## config.mk

```make
export PLATFORM = sky130hd
export DESIGN_NAME = mfs_frame_security
export DESIGN_NICKNAME = d
export VERILOG_FILES = /design/src/pkg/mfs_pkg.sv /design/src/pkg/mfs_nbr_if.sv /design/src/design/mfs_frame_security.sv /design/src/design/mfs_nbr_table.sv
export SDC_FILE = /design/constraint.sdc
export NUM_CORES = 2
export LEC_CHECK = 0
export BUFFER_PORTS_ARGS = -buffer_cell sky130_fd_sc_hd__clkbuf_2
export CAP_MARGIN = 20
export CORE_AREA = 5 5 431 433
export CTS_CLUSTER_DIAMETER = 40
export CTS_CLUSTER_SIZE = 24
export DETAILED_ROUTE_END_ITERATION = 8
export DIE_AREA = 0 0 436 438
export MAX_ROUTING_LAYER = met4
export PLACE_DENSITY = 0.46
export SYNTH_ARGS = -nofsm -noshare
export SYNTH_HDL_FRONTEND = slang
export SYNTH_SLANG_ARGS = --single-unit
```

## constraint.sdc

```tcl
create_clock -name clk -period 5.8 [get_ports clk]
set_input_delay 0.29 -clock clk [delete_from_list [all_inputs] [get_ports clk]]
set_output_delay 0.29 -clock clk [all_outputs]
set_load 0.01 [all_outputs]
```

## src/pkg/mfs_pkg.sv

```systemverilog
// constants, codes and state encoding for the mesh frame security block
// assumes one 25 MHz clock and an external aes engine on the same clock
// How it works
// - own 32-bit counter, sent, bumped per secured send
// - drop frames older than neighbour's last counter
// - counter saturates at 0x0fffffff, secured sends refused
// - new network key zeroes all counters
// - network mic over headers and payload appended
// - network mic mismatch drops the frame
// - relay decrypts, re-secures with own counter
// - network security adds eighteen bytes overhead
// - routing, commands secured; mac frames never
// - secure every data frame with network key
// - end-to-end per frame, never on broadcast
// - end-to-end only source/destination, nine bytes
// - end-to-end mic mismatch drops at destination
// - joiner with link key gets wrapped key
// - policy decides clear key for others
// - coordinator picks preset or random keys
package mfs_pkg;
  localparam int FC_W = 32;
  localparam logic [31:0] FC_RST = 32'h0;
  localparam logic [31:0] FC_MAX = 32'h0fffffff;
  localparam logic [31:0] FC_STEP = 32'h1;
  localparam logic [127:0] KEY_RST = 128'h0;
  localparam logic [7:0] FC_BYTES = 8'h04;
  localparam logic [7:0] SRC_BYTES = 8'h08;
  localparam logic [7:0] MIC_BYTES = 8'h04;
  localparam logic [7:0] OTHER_BYTES = 8'h02;
  localparam logic [7:0] APS_HDR_BYTES = 8'h05;
  localparam logic [7:0] NWK_OVH = FC_BYTES + SRC_BYTES + MIC_BYTES + OTHER_BYTES;
  localparam logic [7:0] APS_OVH = APS_HDR_BYTES + MIC_BYTES;

  typedef enum logic [2:0] {
    KIND_DATA = 3'h0,
    KIND_ROUTE = 3'h1,
    KIND_APS_CMD = 3'h2,
    KIND_ZDO_CMD = 3'h3,
    KIND_MAC = 3'h4
  } mfs_kind_t;

  typedef enum logic {
    LAYER_NWK = 1'b0,
    LAYER_APS = 1'b1
  } mfs_layer_t;

  typedef enum logic [2:0] {
    RSN_NONE = 3'h0,
    RSN_REPLAY = 3'h1,
    RSN_MIC_NWK = 3'h2,
    RSN_MIC_APS = 3'h3,
    RSN_EXHAUST = 3'h4,
    RSN_BCAST_E2E = 3'h5
  } mfs_reason_t;

  typedef enum logic [2:0] {
    ST_IDLE = 3'b000,
    ST_TX_APS = 3'b001,
    ST_TX_NWK = 3'b011,
    ST_RX_NWK = 3'b100,
    ST_RX_APS = 3'b101
  } mfs_state_t;
endpackage

```

## src/pkg/mfs_nbr_if.sv

```systemverilog
// carrier between the security controller and its neighbour counter table
// assumes the controller drives every field combinationally on the same clock
`timescale 1ns/1ns
interface mfs_nbr_if #(parameter int IDX_W = 3);
  logic ce;
  logic [IDX_W-1:0] idx;
  logic [31:0] fc;
  logic upd;
  logic clr;
  logic stale;
  modport owner(input ce, idx, fc, upd, clr, output stale);
  modport user(output ce, idx, fc, upd, clr, input stale);
endinterface

```

## src/design/mfs_frame_security.sv

```systemverilog
// per-frame security controller: counters, mic sequencing, relay and key transport
// assumes an aes/mic engine on the same clock answering aes_req with aes_done
`timescale 1ns/1ns
module mfs_frame_security #(
  parameter int NBR_N = 8,
  parameter int IDX_W = $clog2(NBR_N),
  parameter logic [7:0] MAX_PAYLOAD = 8'h54
) (
  input wire logic clk, // 25 MHz clock
  input wire logic reset_n, // async reset, active low
  input wire logic ce, // clock enable, freezes all state when low
  input wire logic sec_enable, // security on
  input wire logic [63:0] own_addr, // own long source address
  input wire logic key_load, // pulse: new network key
  input wire logic [127:0] key_preset, // preset network key, zero means random
  input wire logic [127:0] key_random, // random network key candidate
  input wire logic link_load, // pulse: new trust link key
  input wire logic [127:0] link_preset, // preset link key, zero means random
  input wire logic [127:0] link_random, // random link key candidate
  input wire logic tx_req, // pulse: send request
  input wire logic [2:0] tx_kind, // frame kind code
  input wire logic tx_bcast, // broadcast destination
  input wire logic tx_e2e, // end-to-end security wanted
  input wire logic rx_req, // pulse: received frame
  input wire logic [IDX_W-1:0] rx_nbr, // sending neighbour index
  input wire logic [31:0] rx_fc, // received frame counter
  input wire logic [31:0] rx_mic_nwk, // received network mic
  input wire logic rx_aps, // received frame has end-to-end security
  input wire logic [31:0] rx_mic_aps, // received end-to-end mic
  input wire logic rx_is_dest, // this node is final destination
  input wire logic join_req, // pulse: joiner asks for network key
  input wire logic join_has_lk, // joiner holds preset link key
  input wire logic join_allow_clear, // policy allows key in clear
  input wire logic aes_done, // pulse: engine finished
  input wire logic [31:0] aes_mic, // engine mic result
  output logic busy, // controller not idle
  output logic aes_req, // pulse: start engine
  output logic aes_layer, // 0 network, 1 end-to-end
  output logic [127:0] aes_key, // key for engine
  output logic [31:0] aes_fc, // nonce counter for engine
  output logic tx_done, // pulse: frame ready to send
  output logic tx_refused, // pulse: send refused
  output logic [2:0] tx_reason, // refusal reason
  output logic [31:0] tx_fc_out, // counter placed in header
  output logic [63:0] tx_src_addr, // source address placed in header
  output logic tx_nwk_sec, // network security applied
  output logic tx_aps_sec, // end-to-end security applied
  output logic tx_relay, // frame is a relayed one
  output logic [31:0] tx_mic_nwk, // network mic to append
  output logic [31:0] tx_mic_aps, // end-to-end mic to append
  output logic [7:0] tx_overhead, // security overhead bytes
  output logic [7:0] tx_max_payload, // payload limit for this frame
  output logic rx_accept, // pulse: frame accepted
  output logic rx_drop, // pulse: frame dropped
  output logic [2:0] rx_reason, // drop reason
  output logic rx_strip_aps, // end-to-end layer removed here
  output logic join_done, // pulse: key transport issued
  output logic join_encrypted, // key wrapped in link key
  output logic join_refused, // pulse: joiner refused
  output logic [31:0] fc // own frame counter
);
  mfs_pkg::mfs_state_t state, next_state;
  logic [127:0] net_key, next_net_key, link_key, next_link_key;
  logic [31:0] next_fc, cur_fc, next_cur_fc, cur_mic_nwk, next_cur_mic_nwk;
  logic [31:0] cur_mic_aps, next_cur_mic_aps;
  logic [IDX_W-1:0] cur_nbr, next_cur_nbr;
  logic cur_aps, next_cur_aps, cur_dest, next_cur_dest, cur_relay, next_cur_relay;
  logic next_aes_req, next_aes_layer, next_busy;
  logic [127:0] next_aes_key;
  logic [31:0] next_aes_fc;
  logic next_tx_done, next_tx_refused, next_tx_nwk_sec, next_tx_aps_sec, next_tx_relay;
  logic [2:0] next_tx_reason, next_rx_reason;
  logic [31:0] next_tx_fc_out, next_tx_mic_nwk, next_tx_mic_aps;
  logic [63:0] next_tx_src_addr;
  logic [7:0] next_tx_overhead, next_tx_max_payload, ovh;
  logic next_rx_accept, next_rx_drop, next_rx_strip_aps;
  logic next_join_done, next_join_encrypted, next_join_refused;
  logic nwk_pass;

  mfs_nbr_if #(.IDX_W(IDX_W)) nbr_bus();

  mfs_nbr_table #(.NBR_N(NBR_N)) u_nbr (
    .clk(clk),
    .reset_n(reset_n),
    .nbr(nbr_bus.owner)
  );

  assign nwk_pass = (state == mfs_pkg::ST_RX_NWK) && aes_done && (aes_mic == cur_mic_nwk);
  assign nbr_bus.ce = ce;
  assign nbr_bus.idx = (state == mfs_pkg::ST_IDLE) ? rx_nbr : cur_nbr;
  assign nbr_bus.fc = (state == mfs_pkg::ST_IDLE) ? rx_fc : cur_fc;
  assign nbr_bus.clr = key_load;
  assign nbr_bus.upd = nwk_pass && !key_load;
  assign ovh = mfs_pkg::NWK_OVH + (cur_aps ? mfs_pkg::APS_OVH : 8'h00);

  always_comb begin
    next_state = state;
    next_fc = fc;
    next_net_key = net_key;
    next_link_key = link_key;
    next_cur_fc = cur_fc;
    next_cur_mic_nwk = cur_mic_nwk;
    next_cur_mic_aps = cur_mic_aps;
    next_cur_nbr = cur_nbr;
    next_cur_aps = cur_aps;
    next_cur_dest = cur_dest;
    next_cur_relay = cur_relay;
    next_aes_req = 1'b0;
    next_aes_layer = aes_layer;
    next_aes_key = aes_key;
    next_aes_fc = aes_fc;
    next_tx_done = 1'b0;
    next_tx_refused = 1'b0;
    next_tx_reason = tx_reason;
    next_tx_fc_out = tx_fc_out;
    next_tx_src_addr = tx_src_addr;
    next_tx_nwk_sec = tx_nwk_sec;
    next_tx_aps_sec = tx_aps_sec;
    next_tx_relay = tx_relay;
    next_tx_mic_nwk = tx_mic_nwk;
    next_tx_mic_aps = tx_mic_aps;
    next_tx_overhead = tx_overhead;
    next_tx_max_payload = tx_max_payload;
    next_rx_accept = 1'b0;
    next_rx_drop = 1'b0;
    next_rx_reason = rx_reason;
    next_rx_strip_aps = rx_strip_aps;
    next_join_done = 1'b0;
    next_join_encrypted = join_encrypted;
    next_join_refused = 1'b0;
    if (link_load) begin
      next_link_key = (link_preset == mfs_pkg::KEY_RST) ? link_random : link_preset;
    end
    if (key_load) begin
      next_net_key = (key_preset == mfs_pkg::KEY_RST) ? key_random : key_preset;
      next_fc = mfs_pkg::FC_RST;
      next_state = mfs_pkg::ST_IDLE;
    end else begin
      case (state)
        mfs_pkg::ST_IDLE: begin
          if (rx_req) begin
            next_cur_nbr = rx_nbr;
            next_cur_fc = rx_fc;
            next_cur_mic_nwk = rx_mic_nwk;
            next_cur_mic_aps = rx_mic_aps;
            next_cur_aps = rx_aps;
            next_cur_dest = rx_is_dest;
            next_rx_strip_aps = 1'b0;
            if (!sec_enable) begin
              next_rx_accept = 1'b1;
              next_rx_reason = mfs_pkg::RSN_NONE;
            end else if (nbr_bus.stale) begin
              next_rx_drop = 1'b1;
              next_rx_reason = mfs_pkg::RSN_REPLAY;
            end else begin
              next_aes_req = 1'b1;
              next_aes_layer = mfs_pkg::LAYER_NWK;
              next_aes_key = net_key;
              next_aes_fc = rx_fc;
              next_state = mfs_pkg::ST_RX_NWK;
            end
          end else if (tx_req) begin
            next_cur_aps = tx_e2e;
            next_cur_relay = 1'b0;
            if (!sec_enable || tx_kind == mfs_pkg::KIND_MAC) begin
              next_tx_done = 1'b1;
              next_tx_nwk_sec = 1'b0;
              next_tx_aps_sec = 1'b0;
              next_tx_relay = 1'b0;
              next_tx_overhead = 8'h00;
              next_tx_max_payload = MAX_PAYLOAD;
              next_tx_reason = mfs_pkg::RSN_NONE;
            end else if (tx_e2e && tx_bcast) begin
              next_tx_refused = 1'b1;
              next_tx_reason = mfs_pkg::RSN_BCAST_E2E;
            end else if (fc == mfs_pkg::FC_MAX) begin
              next_tx_refused = 1'b1;
              next_tx_reason = mfs_pkg::RSN_EXHAUST;
            end else if (tx_e2e) begin
              next_aes_req = 1'b1;
              next_aes_layer = mfs_pkg::LAYER_APS;
              next_aes_key = link_key;
              next_aes_fc = fc;
              next_state = mfs_pkg::ST_TX_APS;
            end else begin
              // network key on every data frame
              next_aes_req = 1'b1;
              next_aes_layer = mfs_pkg::LAYER_NWK;
              next_aes_key = net_key;
              next_aes_fc = fc;
              next_state = mfs_pkg::ST_TX_NWK;
            end
          end else if (join_req) begin
            // wrap key for link key holders
            if (join_has_lk) begin
              next_join_done = 1'b1;
              next_join_encrypted = 1'b1;
            end else if (join_allow_clear) begin
              next_join_done = 1'b1;
              next_join_encrypted = 1'b0;
            end else begin
              next_join_refused = 1'b1;
            end
          end
        end
        mfs_pkg::ST_TX_APS: begin
          if (aes_done) begin
            next_tx_mic_aps = aes_mic;
            next_aes_req = 1'b1;
            next_aes_layer = mfs_pkg::LAYER_NWK;
            next_aes_key = net_key;
            next_aes_fc = fc;
            next_state = mfs_pkg::ST_TX_NWK;
          end
        end
        mfs_pkg::ST_TX_NWK: begin
          if (aes_done) begin
            next_tx_mic_nwk = aes_mic;
            next_tx_done = 1'b1;
            next_tx_fc_out = fc;
            next_tx_src_addr = own_addr;
            next_tx_nwk_sec = 1'b1;
            next_tx_aps_sec = cur_aps;
            next_tx_relay = cur_relay;
            next_tx_overhead = ovh;
            next_tx_max_payload = MAX_PAYLOAD - ovh;
            next_tx_reason = mfs_pkg::RSN_NONE;
            next_fc = fc + mfs_pkg::FC_STEP;
            next_state = mfs_pkg::ST_IDLE;
          end
        end
        mfs_pkg::ST_RX_NWK: begin
          if (aes_done) begin
            if (!nwk_pass) begin
              next_rx_drop = 1'b1;
              next_rx_reason = mfs_pkg::RSN_MIC_NWK;
              next_state = mfs_pkg::ST_IDLE;
            end else if (cur_dest && cur_aps) begin
              next_aes_req = 1'b1;
              next_aes_layer = mfs_pkg::LAYER_APS;
              next_aes_key = link_key;
              next_aes_fc = cur_fc;
              next_state = mfs_pkg::ST_RX_APS;
            end else begin
              next_rx_accept = 1'b1;
              next_rx_reason = mfs_pkg::RSN_NONE;
              next_state = mfs_pkg::ST_IDLE;
              if (!cur_dest) begin
                next_cur_relay = 1'b1;
                if (fc == mfs_pkg::FC_MAX) begin
                  next_tx_refused = 1'b1;
                  next_tx_reason = mfs_pkg::RSN_EXHAUST;
                end else begin
                  next_aes_req = 1'b1;
                  next_aes_layer = mfs_pkg::LAYER_NWK;
                  next_aes_key = net_key;
                  next_aes_fc = fc;
                  next_state = mfs_pkg::ST_TX_NWK;
                end
              end
            end
          end
        end
        mfs_pkg::ST_RX_APS: begin
          if (aes_done) begin
            next_state = mfs_pkg::ST_IDLE;
            if (aes_mic != cur_mic_aps) begin
              next_rx_drop = 1'b1;
              next_rx_reason = mfs_pkg::RSN_MIC_APS;
            end else begin
              next_rx_accept = 1'b1;
              next_rx_strip_aps = 1'b1;
              next_rx_reason = mfs_pkg::RSN_NONE;
            end
          end
        end
        default: next_state = mfs_pkg::ST_IDLE;
      endcase
    end
    next_busy = (next_state != mfs_pkg::ST_IDLE);
  end

  always_ff @(posedge clk or negedge reset_n) begin
    if (!reset_n) begin
      state <= mfs_pkg::ST_IDLE;
      fc <= 32'h0;
      net_key <= 128'h0;
      link_key <= 128'h0;
      cur_fc <= 32'h0;
      cur_mic_nwk <= 32'h0;
      cur_mic_aps <= 32'h0;
      cur_nbr <= '0;
      cur_aps <= 1'b0;
      cur_dest <= 1'b0;
      cur_relay <= 1'b0;
      busy <= 1'b0;
      aes_req <= 1'b0;
      aes_layer <= 1'b0;
      aes_key <= 128'h0;
      aes_fc <= 32'h0;
      tx_done <= 1'b0;
      tx_refused <= 1'b0;
      tx_reason <= 3'h0;
      tx_fc_out <= 32'h0;
      tx_src_addr <= 64'h0;
      tx_nwk_sec <= 1'b0;
      tx_aps_sec <= 1'b0;
      tx_relay <= 1'b0;
      tx_mic_nwk <= 32'h0;
      tx_mic_aps <= 32'h0;
      tx_overhead <= 8'h0;
      tx_max_payload <= 8'h0;
      rx_accept <= 1'b0;
      rx_drop <= 1'b0;
      rx_reason <= 3'h0;
      rx_strip_aps <= 1'b0;
      join_done <= 1'b0;
      join_encrypted <= 1'b0;
      join_refused <= 1'b0;
    end else if (ce) begin
      state <= next_state;
      fc <= next_fc;
      net_key <= next_net_key;
      link_key <= next_link_key;
      cur_fc <= next_cur_fc;
      cur_mic_nwk <= next_cur_mic_nwk;
      cur_mic_aps <= next_cur_mic_aps;
      cur_nbr <= next_cur_nbr;
      cur_aps <= next_cur_aps;
      cur_dest <= next_cur_dest;
      cur_relay <= next_cur_relay;
      busy <= next_busy;
      aes_req <= next_aes_req;
      aes_layer <= next_aes_layer;
      aes_key <= next_aes_key;
      aes_fc <= next_aes_fc;
      tx_done <= next_tx_done;
      tx_refused <= next_tx_refused;
      tx_reason <= next_tx_reason;
      tx_fc_out <= next_tx_fc_out;
      tx_src_addr <= next_tx_src_addr;
      tx_nwk_sec <= next_tx_nwk_sec;
      tx_aps_sec <= next_tx_aps_sec;
      tx_relay <= next_tx_relay;
      tx_mic_nwk <= next_tx_mic_nwk;
      tx_mic_aps <= next_tx_mic_aps;
      tx_overhead <= next_tx_overhead;
      tx_max_payload <= next_tx_max_payload;
      rx_accept <= next_rx_accept;
      rx_drop <= next_rx_drop;
      rx_reason <= next_rx_reason;
      rx_strip_aps <= next_rx_strip_aps;
      join_done <= next_join_done;
      join_encrypted <= next_join_encrypted;
      join_refused <= next_join_refused;
    end
  end
endmodule

```

## src/design/mfs_nbr_table.sv

```systemverilog
// last-seen frame counter per neighbour, with replay compare
// assumes the controller holds idx and fc stable while upd is high
`timescale 1ns/1ns
module mfs_nbr_table #(
  parameter int NBR_N = 8
) (
  input wire logic clk, // system clock
  input wire logic reset_n, // async reset, active low
  mfs_nbr_if.owner nbr // lookup, update and clear
);
  logic [31:0] seen [NBR_N];
  logic [31:0] next_seen [NBR_N];

  assign nbr.stale = nbr.fc < seen[nbr.idx];

  always_comb begin
    next_seen = seen;
    if (nbr.clr) begin
      for (int i = 0; i < NBR_N; i++) begin
        next_seen[i] = mfs_pkg::FC_RST;
      end
    end else if (nbr.upd) begin
      next_seen[nbr.idx] = nbr.fc;
    end
  end

  always_ff @(posedge clk or negedge reset_n) begin
    if (!reset_n) begin
      for (int i = 0; i < NBR_N; i++) begin
        seen[i] <= 32'h0;
      end
    end else if (nbr.ce) begin
      seen <= next_seen;
    end
  end
endmodule

```

* Yosys cells after proc, flatten, opt, wreduce, memory -nomap -nowiden
Index checks and enable logic that the tools add are counted.
** Storage, ports and cells
- Register bits after elaboration :: 1005
- Bits of input ports :: 726
- Output and inout port bits :: 388
- Logic and storage cells :: 316
** Cells by class
- $add $sub $neg :: 3
- $lt $le $gt $ge :: 3
- Eq/ne operators :: 30
- Mux-type cells :: 192
- Bitwise logic cells :: 4
- Reductions and logical operators :: 41
** Operator list (count)
- $mux W128 :: 16
- $mux W32 :: 19
- $mux W256 :: 2
- $pmux W128 S3 :: 1
- $bwmux W256 :: 1
- $logic_not A128 Y1 :: 2
- $bmux W32 S3 :: 1
- $demux W32 S3 :: 1
- $pmux W32 S3 :: 1
- $mux W3 :: 31
- $mux W1 :: 90
- $mux W8 :: 8
- $add A32 B1 Y32 const B :: 1
- $eq A32 B28 Y1 const B :: 1
- $eq A32 B32 Y1 :: 1
- $lt A32 B32 Y1 :: 1
- $ne A32 B32 Y1 :: 1
- $pmux W8 S2 :: 2
- $ne A3 B3 Y1 const B :: 9
- $ne A2 B2 Y1 const B :: 11
- $pmux W3 S3 :: 2
- $reduce_and A4 Y1 :: 4
- $reduce_bool A2 Y1 :: 8
- $pmux W1 S2 :: 7
- other kinds (30) :: 52

* Logic depth before layout (Yosys ltp)
- Word-level depth :: 13
- Gate-level depth with buffers :: 21
- Depth with buffers taken out :: 16

* Hierarchy
From an unflattened synthesis, not the netlist that was laid out.
** Unflattened totals
- Cells, all modules :: 4665
- Area total of the unflattened synthesis :: 45443.6 um2
** Modules (own cells, without submodules)
- mfs_frame_security :: instances 1, cells each 3508, area each 34068.9 um2, seq. area each 18417.7 um2
- mfs_nbr_table :: instances 1, cells each 1157, area each 11374.7 um2, seq. area each 6406.1 um2

* Worst setup path before layout
Ideal clock, no wire load.
- Kind :: flip-flop to flip-flop
- Start point :: register state[0]
- End point :: register aes_layer
- Setup time :: 0.127 ns
- Data arrival time :: 4.744 ns
- Required time :: 5.673 ns
- Path slack :: 0.929 ns
- Cell stages (with the launch flop) :: 22
- Buffers on the path :: 6
- Clock period less this slack :: 4.871 ns
- Cells stage by stage :: dfrtp_1 -> or3_1 -> buf_4 -> buf_1 -> mux2i_1 -> clkbuf_1 -> nor2_1 -> clkbuf_1 -> a22oi_1 -> nand3_1 -> nor2_1 -> ha_1 -> nand4_1 -> or2_2 -> a211o_1 -> a41oi_1 -> o21a_1 -> a211oi_2 -> or2_2 -> buf_4 -> buf_4 -> mux2_1
** Between the ends
- Cells in the longest elaborated chain, start to end :: 9
- Elaborated cells between the ends (all ways) :: 26
- Classes of those cells :: 1 x order compare; 13 x eq/ne; 6 x mux; 1 x bitwise; 5 x reduce/logical
** Ends and longest elaborated chain
- from (decl) :: RTL line mfs_frame_security.sv:62 : mfs_pkg::mfs_state_t state, next_state;
- from (signal assigned) :: RTL line mfs_frame_security.sv:285 : state <= mfs_pkg::ST_IDLE;
- from (signal assigned) :: RTL line mfs_frame_security.sv:321 : state <= next_state;
- $logic_not A3 Y1 :: RTL line mfs_frame_security.sv:90, mfs_frame_security.sv:91, mfs_frame_security.sv:139
- $mux W3 :: RTL line mfs_frame_security.sv:90 : assign nbr_bus.idx = (state == mfs_pkg::ST_IDLE) ? rx_nbr : cur_nbr;
- $not A3 Y4 (not written as such) :: RTL line mfs_nbr_table.sv:14 : assign nbr.stale = nbr.fc < seen[nbr.idx];
- $bmux W32 S3 :: RTL line mfs_nbr_table.sv:14
- $mux W32 (not written as such) (2 in series) :: RTL line mfs_nbr_table.sv:14
- $lt A32 B32 Y1 :: RTL line mfs_nbr_table.sv:14
- $ne A3 B3 Y1 (no line)
- $reduce_and A14 Y1 (no line)
- to (signal assigned) :: RTL line mfs_frame_security.sv:334 : aes_layer <= next_aes_layer;
- to (decl) :: RTL line mfs_frame_security.sv:38 : output logic aes_layer,
Parallel ways exist; a longest one is shown, timed or not. The select of a mux whose other input is x is not followed.
A chain may end at the register's enable or synchronous reset.

* Final worst setup path
- Start point :: register state[1]
- End point :: register aes_key[104]
** Between the ends
- Cells in the longest elaborated chain, start to end :: 9
- Elaborated cells between the ends (all ways) :: 26
- Classes of those cells :: 1 x order compare; 13 x eq/ne; 6 x mux; 1 x bitwise; 5 x reduce/logical
** Ends and longest elaborated chain
- $logic_not A3 Y1 :: RTL line mfs_frame_security.sv:90, mfs_frame_security.sv:91, mfs_frame_security.sv:139
- $mux W3 :: RTL line mfs_frame_security.sv:90
- $not A3 Y4 (not written as such) :: RTL line mfs_nbr_table.sv:14
- $bmux W32 S3 :: RTL line mfs_nbr_table.sv:14
- $mux W32 (not written as such) (2 in series) :: RTL line mfs_nbr_table.sv:14
- $lt A32 B32 Y1 :: RTL line mfs_nbr_table.sv:14
- $ne A3 B3 Y1 (no line)
- $reduce_and A14 Y1 (no line)
- to (signal assigned) :: RTL line mfs_frame_security.sv:335 : aes_key <= next_aes_key;
- to (decl) :: RTL line mfs_frame_security.sv:39 : output logic [127:0] aes_key,
Parallel ways exist; a longest one is shown, timed or not. The select of a mux whose other input is x is not followed.

==> metrics.yaml <==
status:
  outcome: "complete, no violations"
layout:
  final_cell_mix: "nand2_1 (1,385), clkbuf_2 (1,105), dfrtp_1 (992)"
  design_area_um2: 68700
  drive_gt1_frac: 0.241
  syn2layout_area_growth_pct: 52.5
  nFillCells: 18484
  layout_commonest_cell: "nand2_1"
  nets: 7617
route:
  wirelength_mm: 238
  drtAntennaViolNets: 0
  first_iter_violations: 3820
  via_per_inst: 4.89
  wl_per_cell_um: 25.3
  drc: 0
  firstDrtPassIters: 6
  dr_total_vias: 46117
worst_setup_path:
  slowest_delay_ns: 0.74
  crit_required_ns: 6.53
  crit_type: "register to register"
  cpMostUsedCell: "buf_12"
  worst_ep_arrival_time_ns: 6.20
  crit_chain: "or3_2, mux2_2, buf_4, a22oi_1, nand3_1, nor2_1, ha_1, nand4_1, or2_2, a211o_1, a41oi_1, o21a_1, a211oi_4, buf_12, or2_4, buf_12, buf_12, o21ai_0"
  crit_path_start_kind: "register"
  worst-path-max-fanout: 33
  slowest_stage: "or3_2"
  end_kind: "register"
yosys:
  yosys.area.top_type: "dfrtp_1"
  async_flop_share: 1.00
  synth_top_cell_area_share: 0.551
  ys.flop_type: "dfrtp_1"
  synth_seq_area_share: 0.551
  yosys-top-cells-area: "dfrtp_1 (55%), nand2_1 (12%), o21ai_0 (8.0%), a21oi_1 (5.6%), mux2i_1 (3.6%)"
  synth_cell_type_count: 63
  syn_area_um2: 45100
  syn_inst: 5033
  yosysWarnings: 0
  avgSynthCellArea_um2: 8.95
  synth_edf_count: 0
  ys_seq_elements: 992
die:
  start_util: 0.248
  fp.dieW_um: 436
  chipHeight_um: 438
  rows: 157
  core_um2: 182000
  die_area_um2: 191000
  pin_count: 1114
clock_network:
  cts.sinks: 992
  cts_tree: "yes"
  cts_buffers: 203
  clock_latency_ns: 0.85
  clk_path_buf_depth: 3
  cts_root_buf: "clkbuf_16"
  clk_pin_slew_ns: 0.05
  cts-htree-levels: 4
sta:
  maxClockFrequency_mhz: 183
  setup_ws_ns: 0.333
  finalSetupTns_ns: 0
  worst_slew_pin_slew_ns: 1.12
  fin_crit_sh: 0.943
  finalClockSkew_ns: 0.0734
  rsz0062_at_grt: "false"
  hold_viol: 0
  setup_violations: 0
  fin_crit_ns: 5.47
  slew_violations: 0
  whs_ns: 0.0751
  slew_headroom: 0.252
power:
  power_density_nw_per_um2: 402
  p_total_uw: 27600
  ir_drop_mv: 0.248
  p_leak_uw: 0.0318
placement:
  gp_congestion: 1.05
  post-dp-hpwl_mm: 177
  dpl_cell_area_um2: 53700
  portBuffers: 1107
  post-place-ws_ns: 0.233
grt:
  grt_max_degree: 209
  grt_use_total: 0.248
  antenna_found_initial: 27
  grt_pass1_wl_mm: 341
  gr-total-overflow: 0
  grt_pass1_vias: 46432
flow_run:
  max-cap-violations: 0
min_path:
  hold_path.class: "input pin to register"
-- area by class of cell --
class | instances | area, um^2 | share of cell area
antenna | 11 | 27.5 | 0.000401
clock buffer | 252 | 5640 | 0.0820
timing repair buffer | 1983 | 14300 | 0.208
sequential | 992 | 24800 | 0.361
tap | 2385 | 2980 | 0.0434
multi-input combinational | 3662 | 19000 | 0.276
inverter | 17 | 63.8 | 0.000929
clock inverter | 128 | 1890 | 0.0275
-- synth_stat cells (9+ instances only) --
library cell	count
a22o_1	10
buf_1	15
buf_2	31
a221oi_1	32
nor4_1	89
a21oi_1	505
nor2_1	270
ha_1	32
o22ai_1	11
a211oi_1	34
o211ai_1	15
xor2_1	63
clkbuf_1	300
nand2b_1	9
a31oi_1	11
o31ai_1	12
o21ai_0	723
mux2i_1	160
buf_4	20
mux2_2	39
nand3_1	40
nand2_1	1388
dfrtp_1	992
a22oi_1	48
nand4_1	42
nor3_1	23
inv_1	17
-- stage by stage --
step                      std cells  utilization
after floorplan                5038            -
after global placement         8292        0.295
after detailed placement       8294        0.295
after CTS                      9415        0.378
after global routing           9427        0.378
final                          9430        0.378
-- worst max-delay path: cells and delay by family (launching register included) --
kind | cells | cell delay [ns]
multiplexers | 1 | 0.68
flip-flops | 1 | 0.50
AND/OR/NAND/NOR | 6 | 1.72
buffers and inverters | 4 | 0.77
AO/OA/AOI/OAI | 6 | 1.34
adder cells (fa/ha/maj) | 1 | 0.28
-- flip-flops by register name, summed over array words and instances, names as in the netlist, 2 cells and up --
signal          count
aes_fc             32
aes_key           128
cur_fc             32
cur_mic_aps        32
cur_mic_nwk        32
cur_nbr             3
fc                 32
link_key          128
net_key           128
rx_reason           2
state               3
tx_fc_out          32
tx_max_payload      5
tx_mic_aps         32
tx_mic_nwk         32
tx_reason           3
tx_src_addr        64
u_nbr.seen        256
-- report_power, final --
group,switching [uW],internal [uW]
Sequential,887,8150
Combinational,3760,2150
Clock,4320,8380
Total,8970,18700
-- timing repair --
action,4_1_cts,5_1_grt
hold buffers,741,0
resized for setup,0,4
hold endpoints to repair,601,0
buffers inserted,0,3
endpoints found under the setup margin,0,5
-- kinds of logic (layout without fill, tap and decap cells) --
logic type / after synthesis / in the layout / synth area share
simple gates: 1906 / 1906 / 0.171
flops: 992 / 992 / 0.551
buf+inv: 384 / 2380 / 0.0345
fa+ha+maj: 32 / 32 / 0.00889
other cells: 1 / 17 / 0.0000832
compound gates: 1451 / 1451 / 0.175
xor+xnor: 66 / 66 / 0.0128
mux: 201 / 201 / 0.0460
-- metal layers --
metal	share of wire	GRT usage	up-vias	wire length, um
li1	-	-	21056	-
met1	0.41	0.300	22780	97400
met2	0.49	0.408	1883	116000
met3	0.066	0.0540	398	15800
met4	0.039	0.0879	0	9300
met5	0	-	-	0
-- worst paths after layout --
kind | startpoint | end | slack (ns) | depth (start not counted)
setup / recovery | state[1] | aes_key[104] | 0.33 | 18
hold / removal | link_preset[103] | link_key[103] | 0.08 | 3
setup reg to reg | state[1] | aes_key[104] | 0.33 | 18
hold reg to reg | tx_fc_out[10] | tx_fc_out[10] | 0.47 | 2
max in group asynchronous | reset_n | link_key[77] | 4.14 | 3
min in group asynchronous | reset_n | net_key[11] | 0.16 | 2
(Power assumes the default switching activity.)
